$ cat src/rtl/ssd_pkg.sv
// Constants shared by the two-wire select-byte decoder.
// Assumes one clock domain; link pins are synchronised in the top module.
package ssd_pkg;
    // Type identifiers in bits 7..4 of the select byte
    localparam logic [3:0] TYPE_MEM = 4'hA;
    localparam logic [3:0] TYPE_PROT = 4'h6;
    localparam logic [3:0] TYPE_TEMP = 4'h3;
    // Bits 3..0 of protection-group select bytes (b3 b2 b1 rw)
    localparam logic [3:0] CODE_SWP0 = 4'h2;
    localparam logic [3:0] CODE_SWP1 = 4'h8;
    localparam logic [3:0] CODE_SWP2 = 4'hA;
    localparam logic [3:0] CODE_SWP3 = 4'h0;
    localparam logic [3:0] CODE_CWP = 4'h6;
    localparam logic [3:0] CODE_RPS0 = 4'h3;
    localparam logic [3:0] CODE_RPS1 = 4'h9;
    localparam logic [3:0] CODE_RPS2 = 4'hB;
    localparam logic [3:0] CODE_RPS3 = 4'h1;
    localparam logic [3:0] CODE_SELECT_LOWER_PAGE = 4'hC;
    localparam logic [3:0] CODE_SELECT_UPPER_PAGE = 4'hE;
    localparam logic [3:0] CODE_RPA = 4'hD;
    // Bit counter marks: eighth bit taken, acknowledge clock taken
    localparam logic [3:0] CNT_BYTE = 4'h8;
    localparam logic [3:0] CNT_ACK = 4'h9;
    // Byte index of the first data byte (select=0, address=1)
    localparam logic [1:0] IDX_DATA = 2'h2;
    // Reset values
    localparam logic PAGE_RST = 1'b0;
    // Link states, one-hot
    typedef enum logic [2:0]
    {
        ST_IDLE = 3'b001,
        ST_SEL = 3'b010,
        ST_DATA = 3'b100
    } ssd_state_e;
endpackage

$ cat src/rtl/ssd_top.sv
// Two-wire slave front end: start/stop detect, select byte decode, acknowledge.
// Assumes scl/sda and strap pins are asynchronous; write_busy and
// prot_status come from logic on ref_clk. The sda pin is open drain.
// Behaviour
// - Start is sda falling while scl high
// - Watch for start always; ignore until seen
// - Stop is sda rising while scl high
// - Read ended by nack+stop: memory standby
// - Stop after write ack starts programming
// - Receiver pulls sda low in 9th clock
// - Sda high in 9th clock means nack
// - Data bits captured on scl rising edge
// - Select byte: type, address, direction, msb first
// - Type code routes memory, protection or temperature
// - Protect set/clear needs high voltage strap
// - Memory/temperature answer only on address match
// - Protection/page commands ignore strap address
// - Eighth bit one reads, zero writes
// - Matching select byte is acknowledged (code nacks a memory select while write_busy)
// - Non-memory select puts memory in standby
// - Protection codes need high voltage, write
// - Block bits mapped explicitly, legacy order
// - Status reads accepted at any strap level
// - Page commands select lower or upper half
// - Page read acks page 0, nacks 1
// - Device never holds the clock low
// - Strap address: pin2 msb, pin0 lsb
// - Status data byte acked only if unprotected
// - Page is 0 after power-on reset
`timescale 1ns/1ps
module ssd_top
(
    input wire logic ref_clk,
    input wire logic nrst,
    input wire logic scl_in,
    input wire logic sda_in,
    output logic sda_out,
    output logic sda_oe_n,
    input wire logic strap_addr_bit0_hv_detect,
    input wire logic strap_addr_bit1,
    input wire logic strap_addr_bit2,
    input wire logic high_voltage_qualifier,
    input wire logic write_busy,
    input wire logic [3:0] prot_status,
    output logic memory_page,
    output logic set_block_protect,
    output logic [1:0] protect_block,
    output logic clear_all_protect,
    output logic write_cycle_start,
    output logic memory_standby,
    output logic memory_selected,
    output logic thermal_selected,
    output logic read_dir
);
    import ssd_pkg::*;

    // Legacy block order of protection codes
    function automatic logic [1:0] prot_block_of(input logic [3:0] code);
        unique case (code)
            CODE_SWP0, CODE_RPS0: prot_block_of = 2'h0;
            CODE_SWP1, CODE_RPS1: prot_block_of = 2'h1;
            CODE_SWP2, CODE_RPS2: prot_block_of = 2'h2;
            default: prot_block_of = 2'h3;
        endcase
    endfunction

    // Two-stage synchronisers; stage 0 feeds only stage 1
    logic [5:0] sy0_q; // First stage
    logic [5:0] sy1_q; // Second stage, safe to use
    logic scl_p_q; // Previous synced scl
    logic sda_p_q; // Previous synced sda
    ssd_state_e state_q; // Link state
    logic [3:0] bit_cnt_q; // Bits taken in this byte
    logic [1:0] byte_idx_q; // Byte index, saturating
    logic [7:0] shift_q; // Incoming bits
    logic ack_q; // Acknowledge planned for this byte
    logic mem_q; // Memory group selected
    logic temp_q; // Temperature group selected
    logic rw_q; // Direction bit
    logic [3:0] code_q; // Low nibble of select byte
    logic armed_q; // Ack of a memory data byte just ended
    logic mnack_q; // Master left 9th clock high
    logic oe_n_q; // Open-drain enable, low drives
    logic page_q; // Selected memory page
    logic swp_q;
    logic [1:0] blk_q;
    logic cwp_q;
    logic wcyc_q;
    logic stby_q;

    always_ff @(posedge ref_clk or negedge nrst)
    begin
        if (!nrst)
        begin
            // Link lines start at their idle high level, so release shows no false edge
            sy0_q <= 6'h03;
            sy1_q <= 6'h03;
        end
        else
        begin
            sy0_q <= {high_voltage_qualifier, strap_addr_bit2, strap_addr_bit1,
                      strap_addr_bit0_hv_detect, sda_in, scl_in};
            sy1_q <= sy0_q;
        end
    end

    logic scl_s;
    logic sda_s;
    logic [2:0] strap_addr; // Logical strap address
    logic hv_s;
    assign scl_s = sy1_q[0];
    assign sda_s = sy1_q[1];
    assign strap_addr = sy1_q[4:2];
    assign hv_s = sy1_q[5];

    // Edge history of the synced link lines
    always_ff @(posedge ref_clk or negedge nrst)
    begin
        if (!nrst)
        begin
            scl_p_q <= 1'b1;
            sda_p_q <= 1'b1;
        end
        else
        begin
            scl_p_q <= scl_s;
            sda_p_q <= sda_s;
        end
    end

    // Line events; scl stable high across both samples
    logic scl_rise;
    logic scl_fall;
    logic start_ev;
    logic stop_ev;
    assign scl_rise = scl_s & ~scl_p_q;
    assign scl_fall = ~scl_s & scl_p_q;
    assign start_ev = scl_s & scl_p_q & sda_p_q & ~sda_s;
    assign stop_ev = scl_s & scl_p_q & ~sda_p_q & sda_s;

    // Select byte fields as they complete on the eighth rise
    logic [7:0] sel_byte;
    logic sel_rise;
    logic data_rise;
    logic addr_ok;
    logic is_spa;
    logic sel_ack;
    logic data_ack;
    assign sel_byte = {shift_q[6:0], sda_s};
    assign sel_rise = scl_rise & (state_q == ST_SEL) & (bit_cnt_q == CNT_BYTE - 4'h1);
    assign data_rise = scl_rise & (state_q == ST_DATA) & (bit_cnt_q == CNT_BYTE - 4'h1);
    assign addr_ok = sel_byte[3:1] == strap_addr;
    assign is_spa = (sel_byte[3:0] == CODE_SELECT_LOWER_PAGE) | (sel_byte[3:0] == CODE_SELECT_UPPER_PAGE);

    // Acknowledge choice for the select byte
    always_comb
    begin
        sel_ack = 1'b0;
        if (sel_byte[7:4] == TYPE_MEM)
            sel_ack = addr_ok & ~write_busy;
        else if (sel_byte[7:4] == TYPE_TEMP)
            sel_ack = addr_ok;
        else if (sel_byte[7:4] == TYPE_PROT)
        begin
            // Strap address not compared here
            unique case (sel_byte[3:0])
                CODE_SWP0, CODE_SWP1, CODE_SWP2, CODE_SWP3, CODE_CWP: sel_ack = hv_s;
                CODE_RPS0, CODE_RPS1, CODE_RPS2, CODE_RPS3: sel_ack = 1'b1;
                CODE_SELECT_LOWER_PAGE, CODE_SELECT_UPPER_PAGE: sel_ack = 1'b1;
                CODE_RPA: sel_ack = ~page_q;
                default: sel_ack = 1'b0;
            endcase
        end
    end

    // Acknowledge choice for later bytes
    always_comb
    begin
        data_ack = 1'b1;
        if (~mem_q & ~temp_q & code_q[0] & (code_q != CODE_RPA))
            data_ack = ~prot_status[prot_block_of(code_q)];
        else if (rw_q)
            data_ack = 1'b0; // Master acks read bytes
        else if (mem_q)
            data_ack = ~write_busy;
    end

    // Link state; start is honoured in every state
    always_ff @(posedge ref_clk or negedge nrst)
    begin
        if (!nrst)
            state_q <= ST_IDLE;
        else if (start_ev)
            state_q <= ST_SEL;
        else if (stop_ev)
            state_q <= ST_IDLE;
        else if (scl_fall & (bit_cnt_q == CNT_ACK) & (state_q == ST_SEL))
            state_q <= ack_q ? ST_DATA : ST_IDLE;
    end

    // Bit and byte counting, sampling on scl rise
    always_ff @(posedge ref_clk or negedge nrst)
    begin
        if (!nrst)
        begin
            bit_cnt_q <= 4'h0;
            byte_idx_q <= 2'h0;
            shift_q <= 8'h00;
            mnack_q <= 1'b0;
        end
        else if (start_ev | stop_ev)
        begin
            bit_cnt_q <= 4'h0;
            byte_idx_q <= 2'h0;
            mnack_q <= 1'b0;
        end
        else if (state_q != ST_IDLE)
        begin
            if (scl_rise & (bit_cnt_q < CNT_BYTE))
            begin
                shift_q <= sel_byte;
                bit_cnt_q <= bit_cnt_q + 4'h1;
            end
            else if (scl_rise & (bit_cnt_q == CNT_BYTE))
            begin
                bit_cnt_q <= CNT_ACK;
                mnack_q <= sda_s;
            end
            else if (scl_fall & (bit_cnt_q == CNT_ACK))
            begin
                bit_cnt_q <= 4'h0;
                if (byte_idx_q != 2'h3)
                    byte_idx_q <= byte_idx_q + 2'h1;
            end
        end
    end

    // Transaction routing latched from the select byte
    always_ff @(posedge ref_clk or negedge nrst)
    begin
        if (!nrst)
        begin
            ack_q <= 1'b0;
            mem_q <= 1'b0;
            temp_q <= 1'b0;
            rw_q <= 1'b0;
            code_q <= 4'h0;
        end
        else if (stop_ev)
        begin
            mem_q <= 1'b0;
            temp_q <= 1'b0;
        end
        else if (sel_rise)
        begin
            ack_q <= sel_ack;
            mem_q <= (sel_byte[7:4] == TYPE_MEM) & sel_ack;
            temp_q <= (sel_byte[7:4] == TYPE_TEMP) & sel_ack;
            rw_q <= sel_byte[0];
            code_q <= sel_byte[3:0];
        end
        else if (data_rise)
            ack_q <= data_ack;
    end

    // Open-drain drive: low from the fall after bit 8 to the fall after bit 9
    // Only sda is ever driven; scl has no output at all
    always_ff @(posedge ref_clk or negedge nrst)
    begin
        if (!nrst)
        begin
            oe_n_q <= 1'b1;
            sda_out <= 1'b1;
        end
        else if (start_ev | stop_ev | (state_q == ST_IDLE))
        begin
            oe_n_q <= 1'b1;
            sda_out <= 1'b1;
        end
        else if (scl_fall & (bit_cnt_q == CNT_BYTE) & ack_q)
        begin
            oe_n_q <= 1'b0;
            sda_out <= 1'b0;
        end
        else if (scl_fall & (bit_cnt_q == CNT_ACK))
        begin
            oe_n_q <= 1'b1;
            sda_out <= 1'b1;
        end
    end
    assign sda_oe_n = oe_n_q;

    // Page register and protection command pulses
    always_ff @(posedge ref_clk or negedge nrst)
    begin
        if (!nrst)
        begin
            page_q <= PAGE_RST;
            swp_q <= 1'b0;
            blk_q <= 2'h0;
            cwp_q <= 1'b0;
        end
        else
        begin
            swp_q <= 1'b0;
            cwp_q <= 1'b0;
            if (sel_rise & (sel_byte[7:4] == TYPE_PROT) & sel_ack)
            begin
                if (is_spa)
                    page_q <= sel_byte[1];
                swp_q <= ~sel_byte[0] & ~is_spa & (sel_byte[3:0] != CODE_CWP);
                cwp_q <= sel_byte[3:0] == CODE_CWP;
                blk_q <= prot_block_of(sel_byte[3:0]);
            end
        end
    end

    // Write-cycle trigger and memory standby
    always_ff @(posedge ref_clk or negedge nrst)
    begin
        if (!nrst)
        begin
            armed_q <= 1'b0;
            wcyc_q <= 1'b0;
            stby_q <= 1'b0;
        end
        else
        begin
            wcyc_q <= stop_ev & armed_q;
            stby_q <= (stop_ev & mem_q & rw_q & mnack_q)
                      | (sel_rise & (sel_byte[7:4] != TYPE_MEM));
            // A stop raises scl before sda, so only a fall outside the ack slot disarms
            if (start_ev | stop_ev | (scl_fall & (bit_cnt_q != CNT_ACK)))
                armed_q <= 1'b0;
            else if (scl_fall & (bit_cnt_q == CNT_ACK))
                armed_q <= mem_q & ~rw_q & ack_q & (byte_idx_q >= IDX_DATA);
        end
    end

    assign memory_page = page_q;
    assign set_block_protect = swp_q;
    assign protect_block = blk_q;
    assign clear_all_protect = cwp_q;
    assign write_cycle_start = wcyc_q;
    assign memory_standby = stby_q;
    assign memory_selected = mem_q;
    assign thermal_selected = temp_q;
    assign read_dir = rw_q;

    // Checks
    property p_ack_slot;
        @(posedge ref_clk) disable iff (!nrst)
        $fell(oe_n_q) |-> $past(bit_cnt_q) == CNT_BYTE && $past(ack_q);
    endproperty
    a_ack_slot: assert property (p_ack_slot) else $error("ack driven outside 9th slot");

    property p_idle_quiet;
        @(posedge ref_clk) disable iff (!nrst)
        state_q == ST_IDLE && $past(state_q) == ST_IDLE |-> oe_n_q;
    endproperty
    a_idle_quiet: assert property (p_idle_quiet) else $error("sda driven while idle");

    property p_start_sel;
        @(posedge ref_clk) disable iff (!nrst)
        start_ev |=> state_q == ST_SEL && bit_cnt_q == 4'h0 ##1 oe_n_q;
    endproperty
    a_start_sel: assert property (p_start_sel) else $error("start not honoured");

    property p_stop_idle;
        @(posedge ref_clk) disable iff (!nrst)
        stop_ev |=> state_q == ST_IDLE ##1 oe_n_q;
    endproperty
    a_stop_idle: assert property (p_stop_idle) else $error("stop did not end exchange");

    property p_capture;
        @(posedge ref_clk) disable iff (!nrst)
        scl_rise && state_q != ST_IDLE && bit_cnt_q < CNT_BYTE && !start_ev && !stop_ev
        |=> shift_q[0] == $past(sda_s);
    endproperty
    a_capture: assert property (p_capture) else $error("bit not captured on rise");

    property p_addr_match;
        @(posedge ref_clk) disable iff (!nrst)
        sel_rise && sel_byte[7:4] != TYPE_PROT && !addr_ok |=> !ack_q ##1 oe_n_q;
    endproperty
    a_addr_match: assert property (p_addr_match) else $error("acked foreign address");

    property p_hv_needed;
        @(posedge ref_clk) disable iff (!nrst)
        sel_rise && sel_byte[7:4] == TYPE_PROT && !sel_byte[0] && !is_spa && !hv_s |=> !swp_q && !cwp_q;
    endproperty
    a_hv_needed: assert property (p_hv_needed) else $error("protect change without hv");

    property p_rpa;
        @(posedge ref_clk) disable iff (!nrst)
        sel_rise && sel_byte == {TYPE_PROT, CODE_RPA} |=> ack_q == !page_q;
    endproperty
    a_rpa: assert property (p_rpa) else $error("page read answer wrong");

    property p_page_cause;
        @(posedge ref_clk) disable iff (!nrst)
        $changed(page_q) |-> $past(sel_rise && is_spa && sel_byte[7:4] == TYPE_PROT);
    endproperty
    a_page_cause: assert property (p_page_cause) else $error("page changed without command");

    property p_wcyc;
        @(posedge ref_clk) disable iff (!nrst)
        wcyc_q |-> $past(stop_ev) && $past(armed_q);
    endproperty
    a_wcyc: assert property (p_wcyc) else $error("write cycle without stop after ack");

    c_mem_write: cover property (@(posedge ref_clk) disable iff (!nrst) wcyc_q);
    c_page_set: cover property (@(posedge ref_clk) disable iff (!nrst) $rose(page_q));
    c_protect: cover property (@(posedge ref_clk) disable iff (!nrst) swp_q);
endmodule

$ cat config.mk
export PLATFORM = sky130hd
export DESIGN_NAME = ssd_top
export DESIGN_NICKNAME = d
export VERILOG_FILES = /design/src/rtl/ssd_pkg.sv /design/src/rtl/ssd_top.sv
export SDC_FILE = /design/constraint.sdc
export NUM_CORES = 1
export LEC_CHECK = 0
export BUFFER_PORTS_ARGS = -buffer_cell sky130_fd_sc_hd__clkbuf_2
export CORE_AREA = 4 4 76 78
export DETAILED_ROUTE_END_ITERATION = 6
export DIE_AREA = 0 0 80 82
export GPL_ROUTABILITY_DRIVEN = 0
export PLACE_DENSITY = 0.59
export SLEW_MARGIN = 15
export SYNTH_ARGS = -nofsm -noshare
export SYNTH_HDL_FRONTEND = slang
export SYNTH_SLANG_ARGS = --single-unit
export TNS_END_PERCENT = 30
$ cat constraint.sdc
create_clock -name ref_clk -period 7.8 [get_ports ref_clk]
set_clock_uncertainty 0.05 [all_clocks]
set_input_delay 2.34 -clock ref_clk [delete_from_list [all_inputs] [get_ports ref_clk]]
set_output_delay 2.34 -clock ref_clk [all_outputs]
set_load 0.05 [all_outputs]
======== Word-level counts from Yosys, hierarchy flattened ========
Index checks and enable logic that the tools add are counted.
storage, ports and cells
  flip-flop bits (word level) ............. 48
  output and inout bits ................... 12
  logic and storage cells ................. 186
operators by class
  $add $sub $neg .......................... 2
  magnitude comparators ................... 3
  equality and inequality tests ........... 35
  multiplexer cells ....................... 44
  bitwise operators ....................... 54
  reduce and logical (&&, ||, !) cells .... 26
operators with widths
  cell                                                                   number
  4-bit equality test, second input constant                             14
  1-bit AND                                                              36
  1-bit 2-to-1 mux                                                       24
  4-bit by 2-bit equality test with 1-bit output, second input constant  5
  4-bit 2-to-1 mux                                                       5
  2-bit 2-to-1 mux                                                       7
  2-bit nonzero test                                                     7
  1-bit inverter                                                         13
  4-bit by 3-bit equality test with 1-bit output, second input constant  3
  3-bit 2-to-1 mux                                                       4
  4-bit != test, second input constant                                   3
  2-bit case mux with 3 select lines                                     2
  2-bit OR reduction                                                     6
  2-bit AND reduction                                                    4
  3-bit AND reduction                                                    2
  3-bit nonzero test                                                     2
  6-bit OR reduction                                                     1
  1-bit bitwise OR                                                       5
  5-bit AND reduction                                                    1
  5-bit OR reduction                                                     1
  4-bit by 1-bit adder with 4-bit output, second input constant          1
  4-bit by 1-bit equality test with 1-bit output, second input constant  1
  4-bit logical NOT                                                      1
  4-bit < comparator, second input constant                              1
  14 further kinds                                                       15

======== Logic depth before layout (Yosys ltp) ========
Gate-level depths: netlist of run 1.
  word-level depth ........................ 11
  depth in mapped cells ................... 7

======== Least setup slack after synthesis of run 1 ========
OpenSTA, ideal clock, no wires.
  kind .................................... input -> register
  start ................................... input port write_busy
  end ..................................... register blk_q[0] (netlist: protect_block[0])
  setup time .............................. 0.125 ns
  arrival time ............................ 3.285 ns
  setup slack ............................. 4.340 ns
  stages on the path ...................... 5
  path buffers ............................ 0
  cell sequence ........................... nor2b_1 -> a21o_1 -> nand2_1 -> a211oi_2 -> mux2_2
on the way
  cells in the longest elaborated chain, start to end .. 4
ends and longest elaborated chain
  what                    RTL line        text
  start: declaration      ssd_top.sv:43   input wire logic write_busy,
  1-bit inverter          ssd_top.sv:160  sel_ack = addr_ok & ~write_busy;
  1-bit AND               ssd_top.sv:160
  1-bit 2-to-1 mux        ssd_top.sv:159  if (sel_byte[7:4] == TYPE_MEM)
  1-bit AND               ssd_top.sv:307  if (sel_rise & (sel_byte[7:4] == TYPE_PROT) & sel_ack)
  end signal: assignment  ssd_top.sv:313  blk_q <= prot_block_of(sel_byte[3:0]);
  end: declaration        ssd_top.sv:86   logic [1:0] blk_q;
Every way passes these cells.
A chain may end at the register's enable or synchronous reset.

======== Worst setup path after layout of run 1 ========
  start ................................... register oe_n_q (netlist: sda_oe_n)
  end ..................................... output port sda_oe_n
RTL lines
  what                      RTL line        text
  start: declaration        ssd_top.sv:83   logic oe_n_q;
  start signal: assignment  ssd_top.sv:272  oe_n_q <= 1'b1;
  start signal: assignment  ssd_top.sv:277  oe_n_q <= 1'b1;
  start signal: assignment  ssd_top.sv:282  oe_n_q <= 1'b0;
  end: declaration          ssd_top.sv:38   output logic sda_oe_n,
No word-level cell between the ends.

==> results of run 1 <==
==> power groups by stage <==
stage          Sequential [mW]  Clock [mW]  Combinational [mW]
2_1_floorplan            0.280           0              0.0595
3_3_place_gp             0.295           0              0.0636
3_5_place_dp             0.295           0              0.0645
4_1_cts                  0.291       0.169              0.0648
5_1_grt                  0.295       0.178              0.0742
6_report                 0.290       0.161              0.0639
==> kinds of logic after synthesis <==
group / count (synthesis)
compound gates: 37
xor+xnor: 7
fa+ha+maj: 5
buf+inv: 22
flops: 47
mux: 14
simple gates: 75
==> per-layer routing <==
layer,vias to the layer above,track usage,part of all wire
met1,711,0.188,0.47
met5,-,0,0
met2,41,0.217,0.45
met4,0,0.0659,0.020
met3,6,0.0373,0.060
li1,769,-,-
==> final cells by class <==
cell class	instances	area, µm²	share of cell area
repair buffers	25	128	0.0511
clock buffers	7	96.3	0.0385
inverters	13	48.8	0.0195
clock inverters	1	7.51	0.00300
well taps	70	87.6	0.0350
flip-flops and latches	47	1190	0.474
multi-input cells	138	946	0.378
==> worst max path at each step <==
| stage | slack [ns] | cells after the start | to | start |
|---|---|---|---|---|
| 4_1_cts | 4.27 | 1 | sda_oe_n | sda_oe_n |
| 3_5_place_dp | 4.14 | 6 | protect_block[0] | write_busy |
| 5_1_grt | 4.24 | 1 | sda_oe_n | sda_oe_n |
| 2_1_floorplan | 4.34 | 5 | protect_block[0] | write_busy |
| 3_3_place_gp | 4.16 | 6 | protect_block[0] | write_busy |
| 6_report | 4.29 | 1 | sda_oe_n | sda_oe_n |
==> placed cells by master, fill, tap and decap left out, types with 2 or more instances in the layout <==
| master | n |
|---|---|
| dfrtp_1 | 39 |
| clkbuf_2 | 24 |
| nand2_1 | 21 |
| inv_1 | 13 |
| o21ai_0 | 12 |
| nor2_1 | 11 |
| nand3_1 | 9 |
| mux2_2 | 9 |
| dfstp_2 | 8 |
| clkbuf_8 | 7 |
| nand2b_1 | 6 |
| nor2b_1 | 6 |
| a31oi_1 | 6 |
| xor2_1 | 5 |
| ha_1 | 5 |
| mux2i_1 | 4 |
| a21oi_1 | 3 |
| o22ai_1 | 2 |
| nor4_1 | 2 |
| and3_1 | 2 |
| nor3b_1 | 2 |
| xnor2_1 | 2 |
| o41ai_1 | 2 |
| nor3_1 | 2 |
==> metrics by stage <==
stage,utilization,cells
4_1_cts,0.493,301
6_report,0.493,301
3_3_place_gp,0.472,293
3_5_place_dp,0.472,293
5_1_grt,0.493,301
2_1_floorplan,-,207
==> flip-flops by register name, indices dropped and copies added (netlist names) <==
register and count:
state_q 3, sda_oe_n 1, memory_page 1, byte_idx_q 2, sy1_q 6, thermal_selected 1
clear_all_protect 1, code_q 4, armed_q 1, memory_selected 1, set_block_protect 1, sda_p_q 1
sy0_q 6, ack_q 1, protect_block 2, scl_p_q 1, mnack_q 1, memory_standby 1
shift_q 7, bit_cnt_q 4, write_cycle_start 1
==> metrics.md, run 1 <==
| Metric | Value |
|---|---|
| CP delay by family, top | `flip-flops` |
| TNS Setup | `0 ns` |
| Final net count | `248` |
| Sequential share of the synthesized area | `0.530` |
| Post-DR wirelength/cell | `13.2 µm` |
| Unique masters post-synth | `53` |
| Combinational Power Share | `0.124` |
| Syn Nets | `225` |
| # IOs | `25` |
| Status | `complete, no violations` |
| Final setup vio count | `0` |
| Antenna violations before repair | `0` |
| Largest cells by area after synthesis | `dfrtp_1 (44%), dfstp_2 (9.4%), mux2_2 (4.5%)` |
| Area share of and/or/nand/nor cells after synthesis | `0.186` |
| Fill count | `469` |
| Pwr dens | `206 mW/mm²` |
| Mapped Area | `0.00224 mm²` |
| Worst setup SP type | `register` |
| Core Region | `0.00507 mm²` |
| RSZ-0062 raised after global routing | `no` |
| Largest net degree at the start of global routing | `48` |
| Clk_lat worst skew | `0.30 ns` |
| CTS max path bufs | `2` |
| Reg2reg setup slack | `5.21 ns` |
| CP max-delay cell | `dfstp_2` |
| Flops & latches, synth | `47` |
| Post-CTS setup buffer count | `0` |
| Post-synth top area share | `0.436` |
| XOR/XNOR Fraction of Synth Area | `0.0274` |
| Synth Flop Type | `dfrtp_1` |
| Switching part of the total | `0.273` |
| Worst reg2reg path endpoint | `memory_page` |
| Antenna Nets Post-Route | `0` |
| Die height | `82 µm` |
| Final worst slack | `4.29 ns` |
| Ys async rst share | `1.00` |
| Row count | `26` |
| WP data arrival | `1.12 ns` |
| Number of global-route vias before repair | `1493` |
| Cells after synthesis | `207` |
| Fin. max-slew vios | `0` |
| Sink Count | `47` |
| Die area | `0.00656 mm²` |
| Clock share of power | `0.313` |
| Net Switching | `141 µW` |
| Share of cells above drive strength 1 | `0.251` |
| LEAKAGE | `1.14 nW` |
| HP Start | `sy0_q[2]` |
| H-tree levels | `2` |
| Total Wirelength | `3980 µm` |
| Period utilization | `0.450` |
| Cts repair resizes | `0` |
| Top cells by count, synth | `dfrtp_1 (39), nand2_1 (21), inv_1 (13), o21ai_0 (12), nor2_1 (11)` |
| Hold Path Class | `reg -> reg` |
| Die X | `80 µm` |
| Synth Warn # | `0` |
| Synth Area in Compound Gates | `0.111` |
| Drt pass-1 iters | `4` |
| Internal cell power | `375 µW` |
| Dpl ws | `4.14 ns` |
| Reg-to-Reg Start | `sy1_q[0]` |
| Post-synth EDFFs | `0` |
| Post-route DRC violation count | `0` |
| DR iter-0 viols | `91` |
| WP data required | `5.41 ns` |
| Critical path type | `reg -> out` |
| Max-Slew Margin vs Limit | `0.363` |
| Vias | `1527` |
| Mux share of post-synthesis cell area | `0.0699` |
| Clock root cell | `clkbuf_8` |
| ANT cells | `0` |
| Hold Worst Slack | `0.302 ns` |
| First-pass GRT wire length | `7020 µm` |
| Worst reg2reg path depth | `5` |
| Hold Vio Cnt, Final | `0` |
| Register share of total power | `0.563` |
| Hold buffers post-CTS | `0` |
| Synth Area per Inst | `10.8 µm²` |
| Cells along the critical path | `clkbuf_2` |
| Port bufs | `24` |
| Grt total ovfl | `0` |
| Fmax | `0.285 GHz` |
| GRT Util Overall | `0.142` |
| Inserted Clock Buffers | `5` |
| Max Cap Viol | `0` |
| CTS tree | `yes` |
| Final Instance Area | `0.00250 mm²` |
| Largest family of logic cells by synthesized area | `simple AND/OR/NAND/NOR gates` |
| Placed inst area | `0.00240 mm²` |
| Clock-pin transition on the worst setup and hold timing paths | `0.08 ns` |
| Count leader, synth | `dfrtp_1` |
| Post-DR vias/cell | `5.07` |
| Synth area leader | `dfrtp_1` |
| Hold Path Depth | `0` |
| Initial Util | `0.441` |
| Maximum vdd drop | `0.112 mV` |
| Buf+Inv Stages, Crit Path | `1` |
| Critical-path maximum fanout | `3` |
| DP HPWL | `2790 µm` |
| Adder-cell share of the synthesized area | `0.0280` |
| Tmin final | `3.51 ns` |
| Hold EP | `sy1_q[2]` |
| Slew @ Worst Pin | `0.947 ns` |
| Crit path capture type | `primary output` |
| Design Power | `516 µW` |
| Worst path max stage delay | `0.55 ns` |
| Area Growth Syn to Fin | `11.8%` |
(Power assumes the default switching activity.)
==> run 2, diff against run 1 <==
--- a/config.mk
+++ b/config.mk
@@ -5,12 +5,13 @@
 export SDC_FILE = /design/constraint.sdc
 export NUM_CORES = 1
 export LEC_CHECK = 0
+export ABC_AREA = 1
 export BUFFER_PORTS_ARGS = -buffer_cell sky130_fd_sc_hd__clkbuf_2
-export CORE_AREA = 4 4 76 78
+export CORE_AREA = 4 4 75 77
 export DETAILED_ROUTE_END_ITERATION = 6
-export DIE_AREA = 0 0 80 82
+export DIE_AREA = 0 0 79 81
 export GPL_ROUTABILITY_DRIVEN = 0
-export PLACE_DENSITY = 0.59
+export PLACE_DENSITY = 0.63
 export SLEW_MARGIN = 15
 export SYNTH_ARGS = -nofsm -noshare
 export SYNTH_HDL_FRONTEND = slang
==> constraint.sdc (replaced) <==
create_clock -name ref_clk -period 3.2 [get_ports ref_clk]
set_clock_uncertainty 0.05 [all_clocks]
set_input_delay 0.96 -clock ref_clk [delete_from_list [all_inputs] [get_ports ref_clk]]
set_output_delay 0.96 -clock ref_clk [all_outputs]
set_load 0.05 [all_outputs]
==> run 2 against run 1 <==
  * First-iteration DRC count rose by 59%
  * Core utilization is 0.76 points higher
  * Critical endpoint unchanged
  * Critical path depth stayed put
==> metrics.md, run 2 <==
| Metric | Value |
|---|---|
| Status | `complete, no violations` |
| Cells along the critical path | `clkbuf_2` |
| Max-Slew Margin vs Limit | `0.565` |
| Drt pass-1 iters | `4` |
| Post-route DRC violation count | `0` |
| Buf+Inv Stages, Crit Path | `1` |
| Synth Flop Type | `dfrtp_1` |
| Hold Path Class | `reg -> reg` |
| Clock-pin transition on the worst setup and hold timing paths | `0.08 ns` |
| Share of cells above drive strength 1 | `0.193` |
| Core Region | `0.00501 mm²` |
| Fin. max-slew vios | `0` |
| Max reg flops | `7` |
| Tmin final | `2.13 ns` |
| WP data required | `2.19 ns` |
| Period utilization | `0.666` |
| Post-DR vias/cell | `4.73` |
| Largest registers | `shift_q: 7 flops, sy0_q: 6 flops, sy1_q: 6 flops` |
| Post-CTS setup buffer count | `0` |
| RSZ-0062 raised after global routing | `no` |
| Number of global-route vias before repair | `1584` |
| GRT Util Overall | `0.152` |
| Die height | `81 µm` |
| Worst path max stage delay | `0.55 ns` |
| Hold Vio Cnt, Final | `0` |
| # IOs | `25` |
| Critical-path maximum fanout | `3` |
| WP data arrival | `1.12 ns` |
| ANT cells | `0` |
| Hold buffers post-CTS | `0` |
| Synth Warn # | `0` |
| Pwr dens | `552 mW/mm²` |
| Synth area leader | `dfrtp_1` |
| Largest net degree at the start of global routing | `26` |
| Commonest non-fill, non-tap cell in the layout | `nand2_1` |
| Post-synth EDFFs | `0` |
| Slew @ Worst Pin | `0.652 ns` |
| Port bufs | `24` |
| Critical path type | `reg -> out` |
| Syn Nets | `278` |
| Inserted Clock Buffers | `5` |
| H-tree levels | `2` |
| Final setup vio count | `0` |
| Die area | `0.00640 mm²` |
| Final net count | `307` |
| Row count | `26` |
| Cells after synthesis | `260` |
| Cts repair resizes | `0` |
| DR iter-0 viols | `145` |
| Flops & latches, synth | `47` |
| Maximum vdd drop | `0.298 mV` |
| Antenna violations before repair | `0` |
| Grt total ovfl | `0` |
| Sequential share of the synthesized area | `0.538` |
| CP max-delay cell | `dfstp_2` |
| LEAKAGE | `1.26 nW` |
| Fill count | `500` |
| Worst setup SP type | `register` |
| Initial Util | `0.440` |
| Most frequent cells in the layout | `nand2_1 (67), dfrtp_1 (39), inv_1 (31), nor2_1 (31), clkbuf_2 (24)` |
| Post-synth top area share | `0.443` |
| Die X | `79 µm` |
| Count leader, synth | `nand2_1` |
| Clk_lat worst skew | `0.30 ns` |
| Mapped Area | `0.00220 mm²` |
| Clock root cell | `clkbuf_8` |
| Sink Count | `47` |
| Fmax | `0.469 GHz` |
| CP delay by family, top | `flip-flops` |
| Total Wirelength | `4220 µm` |
| Unique masters post-synth | `27` |
| TNS Setup | `0 ns` |
| Vias | `1702` |
| Synth Area per Inst | `8.48 µm²` |
| Top cells by count, synth | `nand2_1 (67), dfrtp_1 (39), inv_1 (31), nor2_1 (31), nand3_1 (23)` |
| DP HPWL | `3180 µm` |
| Final core utilization | `0.500` |
| Crit path capture type | `primary output` |
| Ys async rst share | `1.00` |
| Top reg by flops | `shift_q` |
| CTS tree | `yes` |
| CTS max path bufs | `2` |
| Area Growth Syn to Fin | `13.7%` |
| First-pass GRT wire length | `7490 µm` |
| Largest cells by area after synthesis | `dfrtp_1 (44%), nand2_1 (11%), dfstp_2 (9.5%)` |
| Post-DR wirelength/cell | `11.7 µm` |
| Antenna Nets Post-Route | `0` |
| Max Cap Viol | `0` |
-- run 2: where the power goes --
group	internal, mW	leakage, nW	switching [mW]	total, mW
logic	0.0908	0.619	0.175	0.266
clock network	0.197	0.0515	0.184	0.381
registers	0.666	0.589	0.0724	0.738
-- run 2: kinds of logic after synthesis --
| kind of cell | share of synthesized area |
|---|---|
| fa+ha+maj | 0.0284 |
| simple gates | 0.276 |
| compound gates | 0.0874 |
| buf+inv | 0.0658 |
| flops | 0.538 |
| xor+xnor | 0.00397 |
-- run 2: final cells by class --
cell class / count / area [µm²] / area share
Multi-Input combinational cell: 176 / 873 / 0.348
Tap cell: 70 / 87.6 / 0.0349
Inverter: 33 / 124 / 0.0494
Clock buffer: 8 / 100 / 0.0399
Timing Repair Buffer: 26 / 135 / 0.0539
Sequential cell: 47 / 1190 / 0.473
-- run 2: per-layer routing --
layer / wire [µm] / vias to the layer above / share of wire / GRT usage
met3: 193 / 9 / 0.046 / 0.0344
met1: 2100 / 778 / 0.50 / 0.209
met4: 99 / 0 / 0.023 / 0.0670
li1: - / 884 / - / -
met2: 1820 / 31 / 0.43 / 0.230
met5: 0 / - / 0 / 0
-- run 2: metrics by stage --
stage / area (µm²) / power, mW / hold slack [ns] / instances / setup WS (ns)
2_1_floorplan: 2200 / 0.933 / 0.281 / 260 / 1.26
3_3_place_gp: 2410 / 1.01 / 0.282 / 352 / 1.38
3_5_place_dp: 2410 / 1.02 / 0.285 / 352 / 1.31
4_1_cts: 2510 / 1.41 / 0.303 / 360 / 1.05
5_1_grt: 2510 / 1.48 / 0.312 / 360 / 1.05
6_report: 2510 / 1.38 / 0.301 / 360 / 1.07
-- run 2: path summary, 6_finish.rpt --
check	startpoint	to	depth (start not counted)	slack [ns]
max in group asynchronous	nrst	sda_p_q	2	1.79
max reg2reg	bit_cnt_q[0]	protect_block[0]	8	1.30
min	sy0_q[2]	sy1_q[2]	0	0.30
min reg2reg	sy0_q[2]	sy1_q[2]	0	0.30
max	sda_oe_n	sda_oe_n	1	1.07
min in group asynchronous	nrst	shift_q[1]	1	0.62
==> run 3, diff against run 2 <==
--- a/config.mk
+++ b/config.mk
@@ -11,7 +11,7 @@
 export DETAILED_ROUTE_END_ITERATION = 6
 export DIE_AREA = 0 0 79 81
 export GPL_ROUTABILITY_DRIVEN = 0
-export PLACE_DENSITY = 0.63
+export PLACE_DENSITY = 0.6
 export SLEW_MARGIN = 15
 export SYNTH_ARGS = -nofsm -noshare
 export SYNTH_HDL_FRONTEND = slang
==> constraint.sdc (replaced) <==
create_clock -name ref_clk -period 2.08 [get_ports ref_clk]
set_clock_uncertainty 0.05 [all_clocks]
set_input_delay 0.624 -clock ref_clk [delete_from_list [all_inputs] [get_ports ref_clk]]
set_output_delay 0.624 -clock ref_clk [all_outputs]
set_load 0.05 [all_outputs]
==> run 3 against run 2 <==
  * Final area grew 0.45%
  * Cell count is the same
  * Routed wire length shrank 1.7%
  * Hold slack lost 0.070 ns
  * Combinational power grew 51%
  * Total power grew 53%
  * Global-route usage shrank 0.28 points
  * Core utilization grew 0.22 points
  * Largest cell class unchanged
  * Largest power group unchanged
==> metrics.md, run 3 (same netlist as run 2, synthesis figures left out) <==
| Metric | Value |
|---|---|
| Commonest non-fill, non-tap cell in the layout | `nand2_1` |
| First-pass GRT wire length | `7400 µm` |
| Reg2reg setup slack | `0.34 ns` |
| Initial Util | `0.440` |
| Die height | `81 µm` |
| Largest registers | `shift_q: 7 flops, sy0_q: 6 flops, sy1_q: 6 flops` |
| CTS max path bufs | `2` |
| DP HPWL | `3060 µm` |
| LEAKAGE | `1.26 nW` |
| Number of cells on the critical path | `1` |
| Placed inst area | `0.00242 mm²` |
| Max-Slew Margin vs Limit | `0.729` |
| CP delay by family, top | `flip-flops` |
| Port bufs | `24` |
| Row count | `26` |
| ANT cells | `0` |
| Drt pass-1 iters | `4` |
| Hold Path Class | `in -> async` |
| Critical path type | `reg -> out` |
| Worst setup SP type | `register` |
| Final net count | `307` |
| Largest net degree at the start of global routing | `48` |
| WP data required | `1.41 ns` |
| Post-route DRC violation count | `0` |
| Clk_lat worst skew | `0.30 ns` |
| Fmax | `0.556 GHz` |
| H-tree levels | `2` |
| WP data arrival | `1.13 ns` |
| Critical-path maximum fanout | `3` |
| Number of global-route vias before repair | `1589` |
| TNS Setup | `0 ns` |
| Sink Count | `47` |
| Max reg flops | `7` |
| M3 GR Usage | `0.0310` |
| Inserted Clock Buffers | `5` |
| Slew @ Worst Pin | `0.406 ns` |
| Buf+Inv Stages, Crit Path | `1` |
| Final setup vio count | `0` |
| Worst reg2reg path endpoint | `set_block_protect` |
| Most frequent cells in the layout | `nand2_1 (67), dfrtp_1 (39), inv_1 (31), nor2_1 (31), clkbuf_2 (24)` |
| CP max-delay cell | `dfstp_2` |
| GRT Util Overall | `0.149` |
| Crit path capture type | `primary output` |
| Grt total ovfl | `0` |
| Worst reg2reg path depth | `6` |
| Period utilization | `0.865` |
| # IOs | `25` |
| Fin. max-slew vios | `0` |
| Max Cap Viol | `0` |
| Post-DR vias/cell | `4.61` |
| Die X | `79 µm` |
| Maximum vdd drop | `0.419 mV` |
| Reg-to-Reg Start | `sy1_q[0]` |
| Hold Worst Slack | `0.232 ns` |
| Clock root cell | `clkbuf_8` |
| Cells along the critical path | `clkbuf_2` |
| Status | `complete, no violations` |
| Cts repair resizes | `0` |
| Worst path max stage delay | `0.55 ns` |
| Hold Vio Cnt, Final | `0` |
| Vias | `1661` |
| RSZ-0062 raised after global routing | `no` |
| Pwr dens | `841 mW/mm²` |
| CTS tree | `yes` |
| Post-DR wirelength/cell | `11.5 µm` |
| Antenna Nets Post-Route | `0` |
| Crit path from | `sda_oe_n` |
| Most Crowded Layer GR | `met2` |
| Fill count | `510` |
| Critical Path Sink | `sda_out` |
| Met2 Use GR | `0.235` |
| Area Growth Syn to Fin | `14.2%` |
| Antenna violations before repair | `0` |
| Tmin final | `1.80 ns` |
| Hold buffers post-CTS | `0` |
| Top reg by flops | `shift_q` |
| Die area | `0.00640 mm²` |
| Met1 GRT Util | `0.198` |
| Clock-pin transition on the worst setup and hold timing paths | `0.09 ns` |
| Core Region | `0.00501 mm²` |
| Post-CTS setup buffer count | `0` |
| Final Instance Area | `0.00252 mm²` |
| Total Wirelength | `4150 µm` |
| DR iter-0 viols | `82` |
| Share of cells above drive strength 1 | `0.197` |
-- run 3: how the worst min path moves through the flow --
stage                  start        to  cells past startpoint
floorplan               nrst     ack_q                      0
CTS                     nrst  sy0_q[2]                      2
finish                  nrst  sy0_q[3]                      2
detailed placement  sy0_q[2]  sy1_q[2]                      0
global route            nrst  sy0_q[2]                      2
global placement    sy0_q[5]  sy1_q[5]                      0
-- run 3: final cells by class --
cell class	instances	area, µm²	area share
well taps	70	87.6	0.0348
repair buffers	26	148	0.0586
flip-flops and latches	47	1190	0.471
clock inverters	2	16.3	0.00646
inverters	33	124	0.0492
multi-input cells	176	873	0.347
clock buffers	6	82.6	0.0328
-- run 3: metrics by stage --
| stage | worst slack, ns | power (mW) | util | instances |
|---|---|---|---|---|
| 6_report | 0.281 | 2.12 | 0.502 | 360 |
| 5_1_grt | 0.112 | 2.27 | 0.502 | 360 |
| 4_1_cts | 0.263 | 2.15 | 0.502 | 360 |
| 3_5_place_dp | 0.344 | 1.56 | 0.483 | 352 |
| 3_3_place_gp | 0.287 | 1.55 | 0.483 | 352 |
| 2_1_floorplan | 0.478 | 1.44 | - | 260 |
-- run 3: report_power, final --
| group | internal, mW | switching [mW] | total, mW |
|---|---|---|---|
| registers | 1.02 | 0.113 | 1.14 |
| clock network | 0.271 | 0.307 | 0.579 |
| logic | 0.142 | 0.260 | 0.402 |
| total | 1.44 | 0.681 | 2.12 |
-- run 3: per-layer routing --
layer / vias to the layer above / routed length [µm]
met4: 0 / 84
met5: - / 0
met2: 27 / 1780
li1: 883 / -
met3: 6 / 175
met1: 745 / 2110
